==> src/logic/smcd_params.svh <==
// constants for the servo move command decoder
// assumes a single 100 MHz clock domain
`ifndef SMCD_PARAMS_SVH
`define SMCD_PARAMS_SVH
`define SMCD_B0_START_BIT   0
`define SMCD_B0_SERVO_BIT   1
`define SMCD_B2_HOME_BIT    7
`define SMCD_B3_INC_BIT     0
`define SMCD_CODE_LSB       0
`define SMCD_CODE_MSB       3
`define SMCD_CODE_NONE      4'h0
`define SMCD_CODE_DIRECT    4'h1
`define SMCD_CODE_INTFEED   4'h2
`define SMCD_CODE_NOTCH     4'h3
`define SMCD_POS_RESET      32'h0000_0000
`define SMCD_MODE_RESET     3'h0
`endif

==> src/logic/smcd_pkg.sv <==
// types for the servo move command decoder
// assumes smcd_params.svh is on the include path
package smcd_pkg;
    typedef enum logic [2:0] {
        SMCD_IDLE,
        SMCD_HOME,
        SMCD_MOVE,
        SMCD_INTMOVE,
        SMCD_NOTCHMOVE
    } smcd_state_t;
endpackage

==> src/logic/smcd_decoder.sv <==
// servo move command decoder: takes the eight-byte command frame, starts motions
// assumes frame bytes and motion status come from logic on the same clock
// Behaviour
// - Byte 2 bit 7 with servo enable set requests an origin search in the set mode.
// - An accepted origin search runs the procedure of the configured search mode.
// - A code-selected move starts only on a 0 to 1 change of byte 0 bit 0.
// - Byte 3 bit 0 selects relative target (present plus commanded) or absolute.
// - Code 1 moves the axis to the commanded target.
// - Code 2 feeds toward target and on interrupt change slows and runs a set distance.
// - Interrupt feeding uses the ordinary positioning acceleration settings.
// - Code 3 moves to target and pulses one of two notch outputs on passing a set point.
`timescale 1ns/10ps
`include "smcd_params.svh"
module smcd_decoder
    import smcd_pkg::*;
(
    input  wire logic        clk,
    input  wire logic        reset_n,
    input  wire logic [7:0]  cmdByte0,
    input  wire logic [7:0]  cmdByte1,
    input  wire logic [7:0]  cmdByte2,
    input  wire logic [7:0]  cmdByte3,
    input  wire logic [31:0] cmdTarget,
    input  wire logic [31:0] presentPos,
    input  wire logic [2:0]  homeModeCfg,
    input  wire logic [31:0] notch1Pos,
    input  wire logic [31:0] notch2Pos,
    input  wire logic [31:0] intDistance,
    input  wire logic        intInput,
    input  wire logic        motionDone,
    output logic             servoOn,
    output logic             homeStart,
    output logic [2:0]       homeMode,
    output logic             moveStart,
    output logic [31:0]      moveTarget,
    output logic             intSlowStart,
    output logic             useMainAccel,
    output logic             notch1Out,
    output logic             notch2Out,
    output logic             busy
);

    ////////////////////////////////////////////////////////////////
    // decode
    smcd_state_t state_q;
    smcd_state_t state_d;
    logic        startPrev_q;
    logic        intSync1_q;
    logic        intSync2_q;
    logic        intPrev_q;
    logic [31:0] origin_q;
    logic        servoOn_q;
    logic        homeStart_q;
    logic        moveStart_q;
    logic        intSlowStart_q;
    logic        notch1_q;
    logic        notch2_q;
    logic        useMainAccel_q;
    logic        busy_q;
    logic [2:0]  homeMode_q;
    logic [31:0] moveTarget_q;

    // true when position p lies between from and to, either direction
    function automatic logic passed(input logic [31:0] p, input logic [31:0] a,
                                    input logic [31:0] b);
        passed = ($signed(a) <= $signed(p) && $signed(p) <= $signed(b)) ||
                 ($signed(b) <= $signed(p) && $signed(p) <= $signed(a));
    endfunction

    wire        servoReq  = cmdByte0[`SMCD_B0_SERVO_BIT];
    wire        startBit  = cmdByte0[`SMCD_B0_START_BIT];
    wire        startEdge = startBit & ~startPrev_q;
    wire        homeReq   = cmdByte2[`SMCD_B2_HOME_BIT] & servoReq;
    wire [3:0]  code      = cmdByte1[`SMCD_CODE_MSB:`SMCD_CODE_LSB];
    wire        relMode   = cmdByte3[`SMCD_B3_INC_BIT];
    // relative target adds present position; wraps like the counter it feeds
    wire [31:0] tgtCalc   = relMode ? presentPos + cmdTarget : cmdTarget;
    wire        idle      = (state_q == SMCD_IDLE);
    wire        goMove    = idle & servoReq & startEdge & ~homeReq;
    wire        intEdge   = intSync2_q ^ intPrev_q; // any change of state
    wire        intHit    = (state_q == SMCD_INTMOVE) & intEdge;
    wire        inNotch   = (state_q == SMCD_NOTCHMOVE);
    wire [31:0] intTarget = presentPos + intDistance;

    ////////////////////////////////////////////////////////////////
    // next values of the registered outputs
    wire        homeStart_d    = homeReq & idle;
    // a start edge with an unknown code leaves the state idle: no pulse
    wire        moveStart_d    = goMove & (state_d != SMCD_IDLE);
    wire        intSlowStart_d = intHit & ~motionDone & servoReq;
    // same accel/decel set for direct, interrupt and notch moves
    wire        useMainAccel_d = (state_d != SMCD_IDLE) & (state_d != SMCD_HOME);
    // busy is a flop of its own so the port has no decode glitch
    wire        busy_d         = (state_d != SMCD_IDLE);
    wire [2:0]  homeMode_d     = homeStart_d ? homeModeCfg : homeMode_q;
    // a new move loads the commanded target, an interrupt reloads from here
    wire [31:0] moveTarget_d   = goMove ? tgtCalc : intHit ? intTarget : moveTarget_q;
    // notch test looks back one cycle, so fast travel cannot jump a point
    wire        notch1_d       = inNotch & passed(notch1Pos, origin_q, presentPos);
    wire        notch2_d       = inNotch & passed(notch2Pos, origin_q, presentPos);

    ////////////////////////////////////////////////////////////////
    // sequencing
    // home outranks a start seen in the same cycle
    always_comb begin
        state_d = state_q;
        unique case (state_q)
            SMCD_IDLE: begin
                if (homeReq & idle) begin
                    state_d = SMCD_HOME;
                end else if (goMove) begin
                    if (code == `SMCD_CODE_DIRECT) begin
                        state_d = SMCD_MOVE;
                    end else if (code == `SMCD_CODE_INTFEED) begin
                        state_d = SMCD_INTMOVE;
                    end else if (code == `SMCD_CODE_NOTCH) begin
                        state_d = SMCD_NOTCHMOVE;
                    end
                end
            end
            SMCD_HOME, SMCD_MOVE, SMCD_INTMOVE, SMCD_NOTCHMOVE: begin
                // dropping servo enable abandons the motion
                if (motionDone | ~servoReq) begin
                    state_d = SMCD_IDLE;
                end else if (intHit) begin
                    state_d = SMCD_MOVE;
                end
            end
        endcase
    end

    ////////////////////////////////////////////////////////////////
    // state and edge history
    always_ff @(posedge clk) begin
        if (!reset_n) begin
            state_q     <= SMCD_IDLE;
            startPrev_q <= 1'b1; // a start held high through reset is no edge
            origin_q    <= `SMCD_POS_RESET;
        end else begin
            state_q     <= state_d;
            startPrev_q <= startBit;
            origin_q    <= presentPos;
        end
    end

    // interrupt pin is asynchronous: two flops before any logic reads it
    always_ff @(posedge clk) begin
        if (!reset_n) begin
            intSync1_q <= 1'b0;
            intSync2_q <= 1'b0;
            intPrev_q  <= 1'b0;
        end else begin
            intSync1_q <= intInput;
            intSync2_q <= intSync1_q;
            intPrev_q  <= intSync2_q;
        end
    end

    ////////////////////////////////////////////////////////////////
    // one-cycle start pulses
    always_ff @(posedge clk) begin
        if (!reset_n) begin
            homeStart_q    <= 1'b0;
            moveStart_q    <= 1'b0;
            intSlowStart_q <= 1'b0;
        end else begin
            homeStart_q    <= homeStart_d;
            moveStart_q    <= moveStart_d;
            intSlowStart_q <= intSlowStart_d;
        end
    end

    ////////////////////////////////////////////////////////////////
    // levels handed to the motion generator
    // mode is taken at acceptance; later changes wait for the next search
    always_ff @(posedge clk) begin
        if (!reset_n) begin
            servoOn_q      <= 1'b0;
            useMainAccel_q <= 1'b0;
            busy_q         <= 1'b0;
            homeMode_q     <= `SMCD_MODE_RESET;
            moveTarget_q   <= `SMCD_POS_RESET;
        end else begin
            servoOn_q      <= servoReq;
            useMainAccel_q <= useMainAccel_d;
            busy_q         <= busy_d;
            homeMode_q     <= homeMode_d;
            moveTarget_q   <= moveTarget_d;
        end
    end

    ////////////////////////////////////////////////////////////////
    // notch outputs, high in each cycle a notch point is crossed
    always_ff @(posedge clk) begin
        if (!reset_n) begin
            notch1_q <= 1'b0;
            notch2_q <= 1'b0;
        end else begin
            notch1_q <= notch1_d;
            notch2_q <= notch2_d;
        end
    end

    ////////////////////////////////////////////////////////////////
    // outputs
    assign servoOn      = servoOn_q;
    assign homeStart    = homeStart_q;
    assign homeMode     = homeMode_q;
    assign moveStart    = moveStart_q;
    assign moveTarget   = moveTarget_q;
    assign intSlowStart = intSlowStart_q;
    assign useMainAccel = useMainAccel_q;
    assign notch1Out    = notch1_q;
    assign notch2Out    = notch2_q;
    assign busy         = busy_q;

endmodule // smcd_decoder

==> config.mk <==
export PLATFORM = sky130hd
export DESIGN_NAME = smcd_decoder
export DESIGN_NICKNAME = d
export VERILOG_FILES = /design/src/logic/smcd_pkg.sv /design/src/logic/smcd_decoder.sv
export VERILOG_INCLUDE_DIRS = /design/src /design/src/logic
export SDC_FILE = /design/constraint.sdc
export NUM_CORES = 1
export LEC_CHECK = 0
export BUFFER_PORTS_ARGS = -buffer_cell sky130_fd_sc_hd__clkbuf_2
export CAP_MARGIN = 20
export CORE_MARGIN = 1
export CORE_UTILIZATION = 45
export CTS_BUF_LIST = sky130_fd_sc_hd__clkbuf_4 sky130_fd_sc_hd__clkbuf_8
export DETAILED_ROUTE_END_ITERATION = 10
export HOLD_SLACK_MARGIN = 0.15
export PLACE_DENSITY = 0.69
export SLEW_MARGIN = 20
export SYNTH_ARGS = -nofsm -noshare
export SYNTH_HDL_FRONTEND = slang
export SYNTH_SLANG_ARGS = --single-unit
==> constraint.sdc <==
create_clock -name clk -period 6.3 [get_ports clk]
set_input_delay 0.63 -clock clk [delete_from_list [all_inputs] [get_ports clk]]
set_output_delay 0.63 -clock clk [all_outputs]
set_load 0.01 [all_outputs]
* After elaboration in Yosys (flattened, before gate mapping)
Cells that the tools add are included.
** Cells by class
- Add/subtract/negate cells :: 2
- Multipliers :: 0
- Divide/modulo/power cells :: 0
- Magnitude comparators :: 8
- Equal/unequal tests :: 8
- Shift-type cells :: 0
- Mux-type cells :: 11
- Bitwise gates (word level) :: 19
- Reduce and logical (&&, ||, !) cells :: 10
** Operators with widths (number)
- <= comparator 32 bit :: 8
- 2-to-1 mux 32 bit :: 3
- adder 32 bit :: 2
- 2-to-1 mux 3 bit :: 7
- bitwise AND 1 bit :: 13
- equality test 4 x 2 -> 1 bit (second input constant) :: 2
- equality test 3 x 2 -> 1 bit (second input constant) :: 2
- one-hot mux 3 bit (2 select lines) :: 1
- equality test 4 x 1 -> 1 bit (second input constant) :: 1
- logical AND 1 bit :: 4
- NOT 1 bit :: 4
- OR reduction 4 bit :: 1
- equality test 3 x 1 -> 1 bit (second input constant) :: 1
- equality test 3 bit (second input constant) :: 1
- zero test 3 bit :: 1
- inequality test 3 x 1 -> 1 bit (second input constant) :: 1
- nonzero test 3 bit :: 1
- logical OR 1 bit :: 2
- nonzero test 2 bit :: 1
- OR 1 bit :: 1
- XOR 1 bit :: 1
** Storage, ports and cells
- Bits in registers :: 82
- Latch bits :: 0
- Memory bits (writable) :: 0
- Memory bits (read-only) :: 0
- Bits of input ports :: 199
- Output and inout port bits :: 43
- Word-level logic and storage cells :: 74
- Memories :: 0

* Logic depth before layout (Yosys ltp)
Gate-level depths: netlist (run 1).
- Word-level depth :: 9
- Gate-level depth with buffers :: 12
- Mapped depth without buffers :: 12

* Worst setup path after synthesis (run 1)
Ideal clock, no wire load.
- Path type :: input-to-reg
- Start :: input cmdTarget[0]
- End :: register moveTarget_q[24], in the netlist moveTarget[24]
- Library setup time :: 0.134 ns
- Arrival :: 2.770 ns
- Data required time :: 6.166 ns
- Path slack :: 3.396 ns
- Stages :: 12
- Buffers on the path :: 0
- Cells stage by stage :: ha_1 -> inv_1 -> fa_1 -> nor2b_1 -> o211ai_2 -> a21oi_2 -> a311o_1 -> a21o_1 -> a221o_1 -> a311oi_2 -> or4_1 -> o211ai_1
** Between the ends
- Longest elaborated chain between the ends :: 3
** RTL lines
- from (decl) :: RTL line smcd_decoder.sv:23 : input wire logic [31:0] cmdTarget,
- adder 32 bit :: RTL line smcd_decoder.sv:77 : wire [31:0] tgtCalc = relMode ? presentPos + cmdTarget : cmdTarget;
- 2-to-1 mux 32 bit :: RTL line smcd_decoder.sv:77
- 2-to-1 mux 32 bit :: RTL line smcd_decoder.sv:97 : wire [31:0] moveTarget_d = goMove ? tgtCalc : intHit ? intTarget : moveTarget_q;
- to (signal assigned) :: RTL line smcd_decoder.sv:182 : moveTarget_q <= `SMCD_POS_RESET;
- to (signal assigned) :: RTL line smcd_decoder.sv:188 : moveTarget_q <= moveTarget_d;
- to (decl) :: RTL line smcd_decoder.sv:61 : logic [31:0] moveTarget_q;
Every way passes these cells.
A chain may end at the register's enable or synchronous reset.

* Worst setup path in the final report (run 1)
- Start :: input presentPos[1]
- End :: register moveTarget_q[30], in the netlist moveTarget[30]
** Between the ends
- Longest elaborated chain between the ends :: 3
- Elaborated cells between the ends (all ways) :: 5
- Classes of those cells :: 2 x add/sub; 3 x mux
** RTL lines
- from (decl) :: RTL line smcd_decoder.sv:24 : input wire logic [31:0] presentPos,
- adder 32 bit, on equally long branches :: RTL line smcd_decoder.sv:83, smcd_decoder.sv:77
- 2-to-1 mux 32 bit, on equally long branches :: RTL line smcd_decoder.sv:97, smcd_decoder.sv:77
- 2-to-1 mux 32 bit (*) :: RTL line smcd_decoder.sv:97
Every way passes the cells marked *; elsewhere a longest branch is shown, timed or not. The select of a mux whose other input is x is not followed.

==> flow_summary.ini, run 1 <==
[setup_path]
worstPathArrival_ps = 3530
worstSetupPathDepth = 12
crit_buf_inv = 2
cp.required_ps = 6560
r2r_cells = 8
worstSetupStartpoint = presentPos[1]
crit_path_max_fanout = 5
crit_slowest_cell = fa_1
r2r_start = state_q[2]$_SDFF_PN0_
critPathLaunchType = input pin
crit_type = in -> reg
crit_path_cell_trace = clkbuf_2 -> inv_1 -> fa_1 -> nand2b_1 -> a21oi_1 -> o21ai_1 -> a211oi_2 -> o31ai_2 -> o32ai_1 -> mux2i_1 -> or2_1 -> o31ai_1
cp_slowest_stage_delay_ps = 450
critPathCaptureType = flip-flop
path_delay_family = compound AO/OA/AOI/OAI gates

[floorplan]
rows = 53
initial_utilization_pct = 46.0
die_y_microns = 149
die_w_microns = 149
io_pins = 242
fp.coreArea_sq_mm = 0.0210
die_area_sq_mm = 0.0221

[clock_network]
cts-root-buf = clkbuf_8
cts_buffers = 9
cts_buffer_depth = 2
cts_resized = 0
post_cts_buffers = 0
cts_num_sinks = 82
htree_num_levels = 3
cts_hold_buf = 0
clk_pin_slew_ps = 100
cts_tree = yes
clock_latency_ps = 380

[placement]
io_buffers = 217
gp_congestion = 0.912
hpwl_microns = 24800
place_ws_ps = 2730

[flow_run]
max_cap_viol_count = 0

[sta]
tns_ps = 0
post-route-worst-setup-slack_ps = 3030
hold_viol_final = 0
max_slew_margin_pct = 49.3
slew_violations = 0
min_period_ps = 3270
tightest_slew_ps = 761
finalCritPeriodShare_pct = 51.9
rsz0062_at_grt = false
skew_ps = 15.2
fmax_mhz = 306
finalSetupViolCount = 0
hold_ws_ps = 443

[grt]
grt_pass1_vias = 9261
grt.overflow.total = 0
grtUsageTotal_pct = 28.3
grt_max_degree = 58
grt_pass1_wl_microns = 48300
grt_antenna_before_repair = 3

[worst_hold_path]
hp-class = reg -> reg
min_path_cells = 1
min-delay-start = intSync1_q$_SDFF_PN0_

[pwr]
p_leak_uw = 0.00575
power_density_mw_per_mm2 = 158
ir_drop_v = 0.0000795
total_power_uw = 1770

[synthesis]
synthArstFlopShare_pct = 0
ys.flop_type = dfxtp_1
synth_area_per_cell_sq_um = 7.80
ys_seq_area_share_pct = 17.0
synth_area_sq_mm = 0.00967
synth_seq_cells = 82
yosys_warnings = 0
synth_nets = 1630
syn-instance-count = 1239
yosysUniqueCellTypes = 75
synth-edff-count = 0

[route]
firstDrtPassIters = 5
drc = 0
post_drt_wl_per_cell_microns = 18.0
ant_nets = 0
wl_microns = 30900
num_vias = 9867
drt_iter0_markers = 616
vias_per_cell = 5.75

[status]
status = completed

[final_layout]
syn_to_final_growth_pct = 16.3
drive_gt1_share_pct = 18.1
final_core_util_pct = 53.5
num-nets-final = 1827
==> layer usage <==
layer	up-vias	share of wire, %	global-route usage (%)
li1	4909	-	-
met2	334	45	46.3
met3	61	5.7	3.77
met1	4559	46	37.9
met4	4	2.9	9.74
met5	-	0.10	0
==> cell usage in the layout, fill, tap and decap left out, drive strengths merged, types with 11 or more instances in the layout <==
cell type,n
a211oi,23
a21o,81
a21oi,119
and2,46
and3,12
clkbuf,228
dfxtp,82
ha,190
inv,130
mux2i,12
nand2,87
nand3,17
nand4,33
nor2,55
nor2b,15
nor3,12
o211ai,11
o21a,18
o21ai,71
xnor2,36
xor2,13
==> path summary, 6_finish.rpt <==
path                                                     to  slack (ps)
worst min-delay path                  intSync2_q$_SDFF_PN0_         440
worst max-delay path            moveTarget[30]$_SDFFE_PN0P_        3030
worst max register to register  moveTarget[31]$_SDFFE_PN0P_        3650
worst min register to register        intSync2_q$_SDFF_PN0_         440
==> Yosys cell counts, drive strengths merged (3+ instances only) <==
master / n / area [sq um]
o22ai: 5 / 31.3
or3: 6 / 37.5
nand2: 87 / 327
and2: 46 / 290
o2111ai: 3 / 26.3
o32ai: 3 / 26.3
o221ai: 3 / 26.3
o21bai: 10 / 78.8
o211ai: 11 / 87.6
a211oi: 23 / 178
xor2: 13 / 114
buf: 7 / 28.8
or2: 6 / 37.5
o21a: 18 / 135
a21boi: 3 / 22.5
a2111oi: 6 / 71.3
a21oi: 119 / 603
nand3b: 3 / 22.5
a221oi: 7 / 61.3
a311oi: 5 / 50.0
nand2b: 10 / 62.6
and4: 7 / 61.3
dfxtp: 82 / 1640
nand3: 17 / 85.1
mux2i: 12 / 120
o31ai: 9 / 72.6
clkbuf: 29 / 109
inv: 130 / 488
o21ai: 71 / 355
nand4: 33 / 206
a21o: 81 / 608
nor3: 12 / 60.1
nor4: 8 / 50.1
nor2b: 15 / 93.8
and3: 12 / 76.3
nor3b: 3 / 22.5
mux2: 5 / 56.3
nor2: 55 / 206
ha: 190 / 2380
xnor2: 36 / 315
a221o: 3 / 30.0
a22oi: 3 / 22.5
a31oi: 10 / 62.6
==> flip-flops by register name, indices dropped and copies added, names as in the netlist <==
register      count
busy              1
origin_q         32
notch1Out         1
intSync1_q        1
useMainAccel      1
servoOn           1
startPrev_q       1
homeStart         1
intSlowStart      1
homeMode          3
state_q           3
moveTarget       32
intSync2_q        1
intPrev_q         1
moveStart         1
notch2Out         1
==> cells by family (layout without fill, tap and decap cells) <==
kind of cell    after synthesis  count (layout)  synth area share [%]
compound gates              408             408                  27.9
simple gates                325             325                  17.4
fa+ha+maj                   192             192                  25.0
buf+inv                     166             368                  6.47
flops                        82              82                  17.0
xor+xnor                     49              49                  4.44
mux                          17              17                  1.83
other cells                   0               1                     0
==> power breakdown <==
part / switching, uW / internal [uW] / leakage [uW] / total (uW)
logic: 414 / 313 / 0.00495 / 726
registers: 7.71 / 538 / 0.000672 / 545
clock network: 227 / 272 / 0.000120 / 499
==> worst register-to-register path, stage by stage, from the launching register on <==
cell and delay, ps:
dfxtp_1 370, nor3_1 390, nand2_1 300, buf_4 330
nand2_1 480, nor2_1 110, a2111oi_0 360, a22oi_1 150
a21oi_1 130
==> final cells by class <==
type / count / area (sq um)
Sequential cell: 82 / 1640
Clock inverter: 5 / 103
Timing Repair Buffer: 222 / 1120
Clock buffer: 11 / 139
Antenna cell: 1 / 2.50
Fill cell: 2029 / 9780
Multi-Input combinational cell: 991 / 7400
Inverter: 130 / 488
Tap cell: 275 / 344
==> through the flow <==
step	cell area [sq um]	cells
floorplan	9670	1239
detailed placement	11000	1700
CTS	11200	1716
global placement	11000	1700
global route	11200	1716
finish	11200	1717
Note: power is estimated with default switching activity, not from simulation.
==> run 2: changes to the inputs <==
==> constraint.sdc (replaced) <==
create_clock -name clk -period 3.2 [get_ports clk]
set_input_delay 0.32 -clock clk [delete_from_list [all_inputs] [get_ports clk]]
set_output_delay 0.32 -clock clk [all_outputs]
set_load 0.01 [all_outputs]
==> run 2 against run 1 <==
Effect of this change: cell count up 0.82%; clock skew decreased by 5.1 ps; flip-flop and latch count stayed put; hold slack got worse by 270 ps; final area grew 0.55%; clock power up 65%; sequential share of layout area decreased by 0.079 points; setup slack worse by 2700 ps; first-iteration DRC count fell by 27%; highest routed layer unchanged.
==> flow_summary.ini, run 2 (synthesis gave the netlist of run 1 again) <==
[placement]
gp_congestion = 0.915
io_buffers = 217
hpwl_microns = 25200

[clock_network]
cts_buffer_depth = 2
cts-root-buf = clkbuf_8
cts_resized = 0
clk_pin_slew_ps = 90
cts_tree = yes
cts_hold_buf = 0
htree_num_levels = 3
clock_latency_ps = 390
post_cts_buffers = 0
cts_num_sinks = 82
cts_buffers = 9

[sta]
tns_ps = 0
max_slew_margin_pct = 44.2
min_period_ps = 2860
fmax_mhz = 350
rsz0062_at_grt = false
slew_violations = 0
tightest_slew_ps = 838
finalCritPeriodShare_pct = 89.3
skew_ps = 10.1
finalSetupViolCount = 0
hold_viol_final = 0

[route]
wl_microns = 30700
vias_per_cell = 5.67
num_vias = 9812
drt_iter0_markers = 449
firstDrtPassIters = 5
ant_nets = 0
drc = 0
post_drt_wl_per_cell_microns = 17.7

[flow_run]
max_cap_viol_count = 0

[setup_path]
crit_path_max_fanout = 4
worstPathArrival_ps = 3120
critPathCaptureType = flip-flop
crit_type = in -> reg
cp.required_ps = 3460
critPathLaunchType = input pin

[final_layout]
num-nets-final = 1841
layout_commonest_cell = clkbuf_2
syn_to_final_growth_pct = 16.9
final_core_util_pct = 53.8
drive_gt1_share_pct = 18.8
final_cell_mix = clkbuf_2 (217), ha_1 (190), inv_1 (130)

[floorplan]
die_w_microns = 149
initial_utilization_pct = 46.0
die_y_microns = 149
io_pins = 242
rows = 53
fp.coreArea_sq_mm = 0.0210
die_area_sq_mm = 0.0221

[pwr]
sw_frac_of_total_pct = 38.4
p_leak_uw = 0.00578
ir_drop_v = 0.000188
power_density_mw_per_mm2 = 295
power.switching_uw = 1280
p_int_uw = 2050
p_clk_share_pct = 24.7
comb_power_share_pct = 43.1
seqPwrFrac_pct = 32.2

[status]
status = completed

[grt]
grt_antenna_before_repair = 4
grt.overflow.total = 0
grtUsageTotal_pct = 28.0
grt_max_degree = 48
grt_pass1_wl_microns = 47700
grt_pass1_vias = 9316

[worst_hold_path]
hp-class = in -> reg
[run 2: per-layer routing]
| layer | global-route usage, % | vias up | wire length (microns) |
|---|---|---|---|
| li1 | - | 4948 | - |
| met1 | 37.2 | 4509 | 14300 |
| met2 | 45.9 | 278 | 13800 |
| met3 | 3.90 | 73 | 1580 |
| met4 | 10.4 | 4 | 994 |
| met5 | 0 | - | 28 |
[run 2: final cells by class]
cell class                 count  area [sq um]
tap                          275           344
clock inverter                 6          67.6
antenna                        1          2.50
clock buffer                  10           131
inverter                     130           488
sequential                    82          1640
fill                        2059          9720
multi-input combinational    991          7400
timing repair buffer         236          1230
[run 2: power by group through the flow]
| stage | sequential, uW | combinational [uW] | clock [uW] |
|---|---|---|---|
| detailed placement | 1100 | 1420 | 0 |
| floorplan | 1100 | 962 | 0 |
| finish | 1070 | 1440 | 823 |
| CTS | 1070 | 1430 | 843 |
| global placement | 1100 | 1400 | 0 |
| global route | 1080 | 1610 | 869 |
[run 2: metrics by stage]
stage | area, sq um | instances | hold WS (ps) | worst slack, ps | total power [uW]
finish | 11300 | 1731 | 175 | 344 | 3330
global route | 11300 | 1731 | 175 | 162 | 3560
CTS | 11300 | 1730 | 158 | 442 | 3350
detailed placement | 11100 | 1714 | 427 | 39.7 | 2510
global placement | 11100 | 1714 | 428 | 61.2 | 2490
floorplan | 9670 | 1239 | 412 | 606 | 2060
[run 2: final timing paths]
kind	cells past startpoint	endpoint	slack [ps]	startpoint
hold / removal	2	state_q[0]$_SDFF_PN0_	180	cmdByte1[0]
setup / recovery	13	moveTarget[30]$_SDFFE_PN0P_	340	presentPos[0]
setup reg to reg	8	moveTarget[31]$_SDFFE_PN0P_	670	state_q[2]$_SDFF_PN0_
hold reg to reg	1	intSync2_q$_SDFF_PN0_	450	intSync1_q$_SDFF_PN0_
[run 2: critical path: stages]
cell and delay, ps:
clkbuf_2 110, ha_1 160, inv_1 50, fa_1 400, nand2b_1 190, a21oi_1 290
o21ai_1 210, a211oi_2 370, o31ai_2 210, o32ai_1 420, mux2i_1 220, or2_1 110
o31ai_1 50
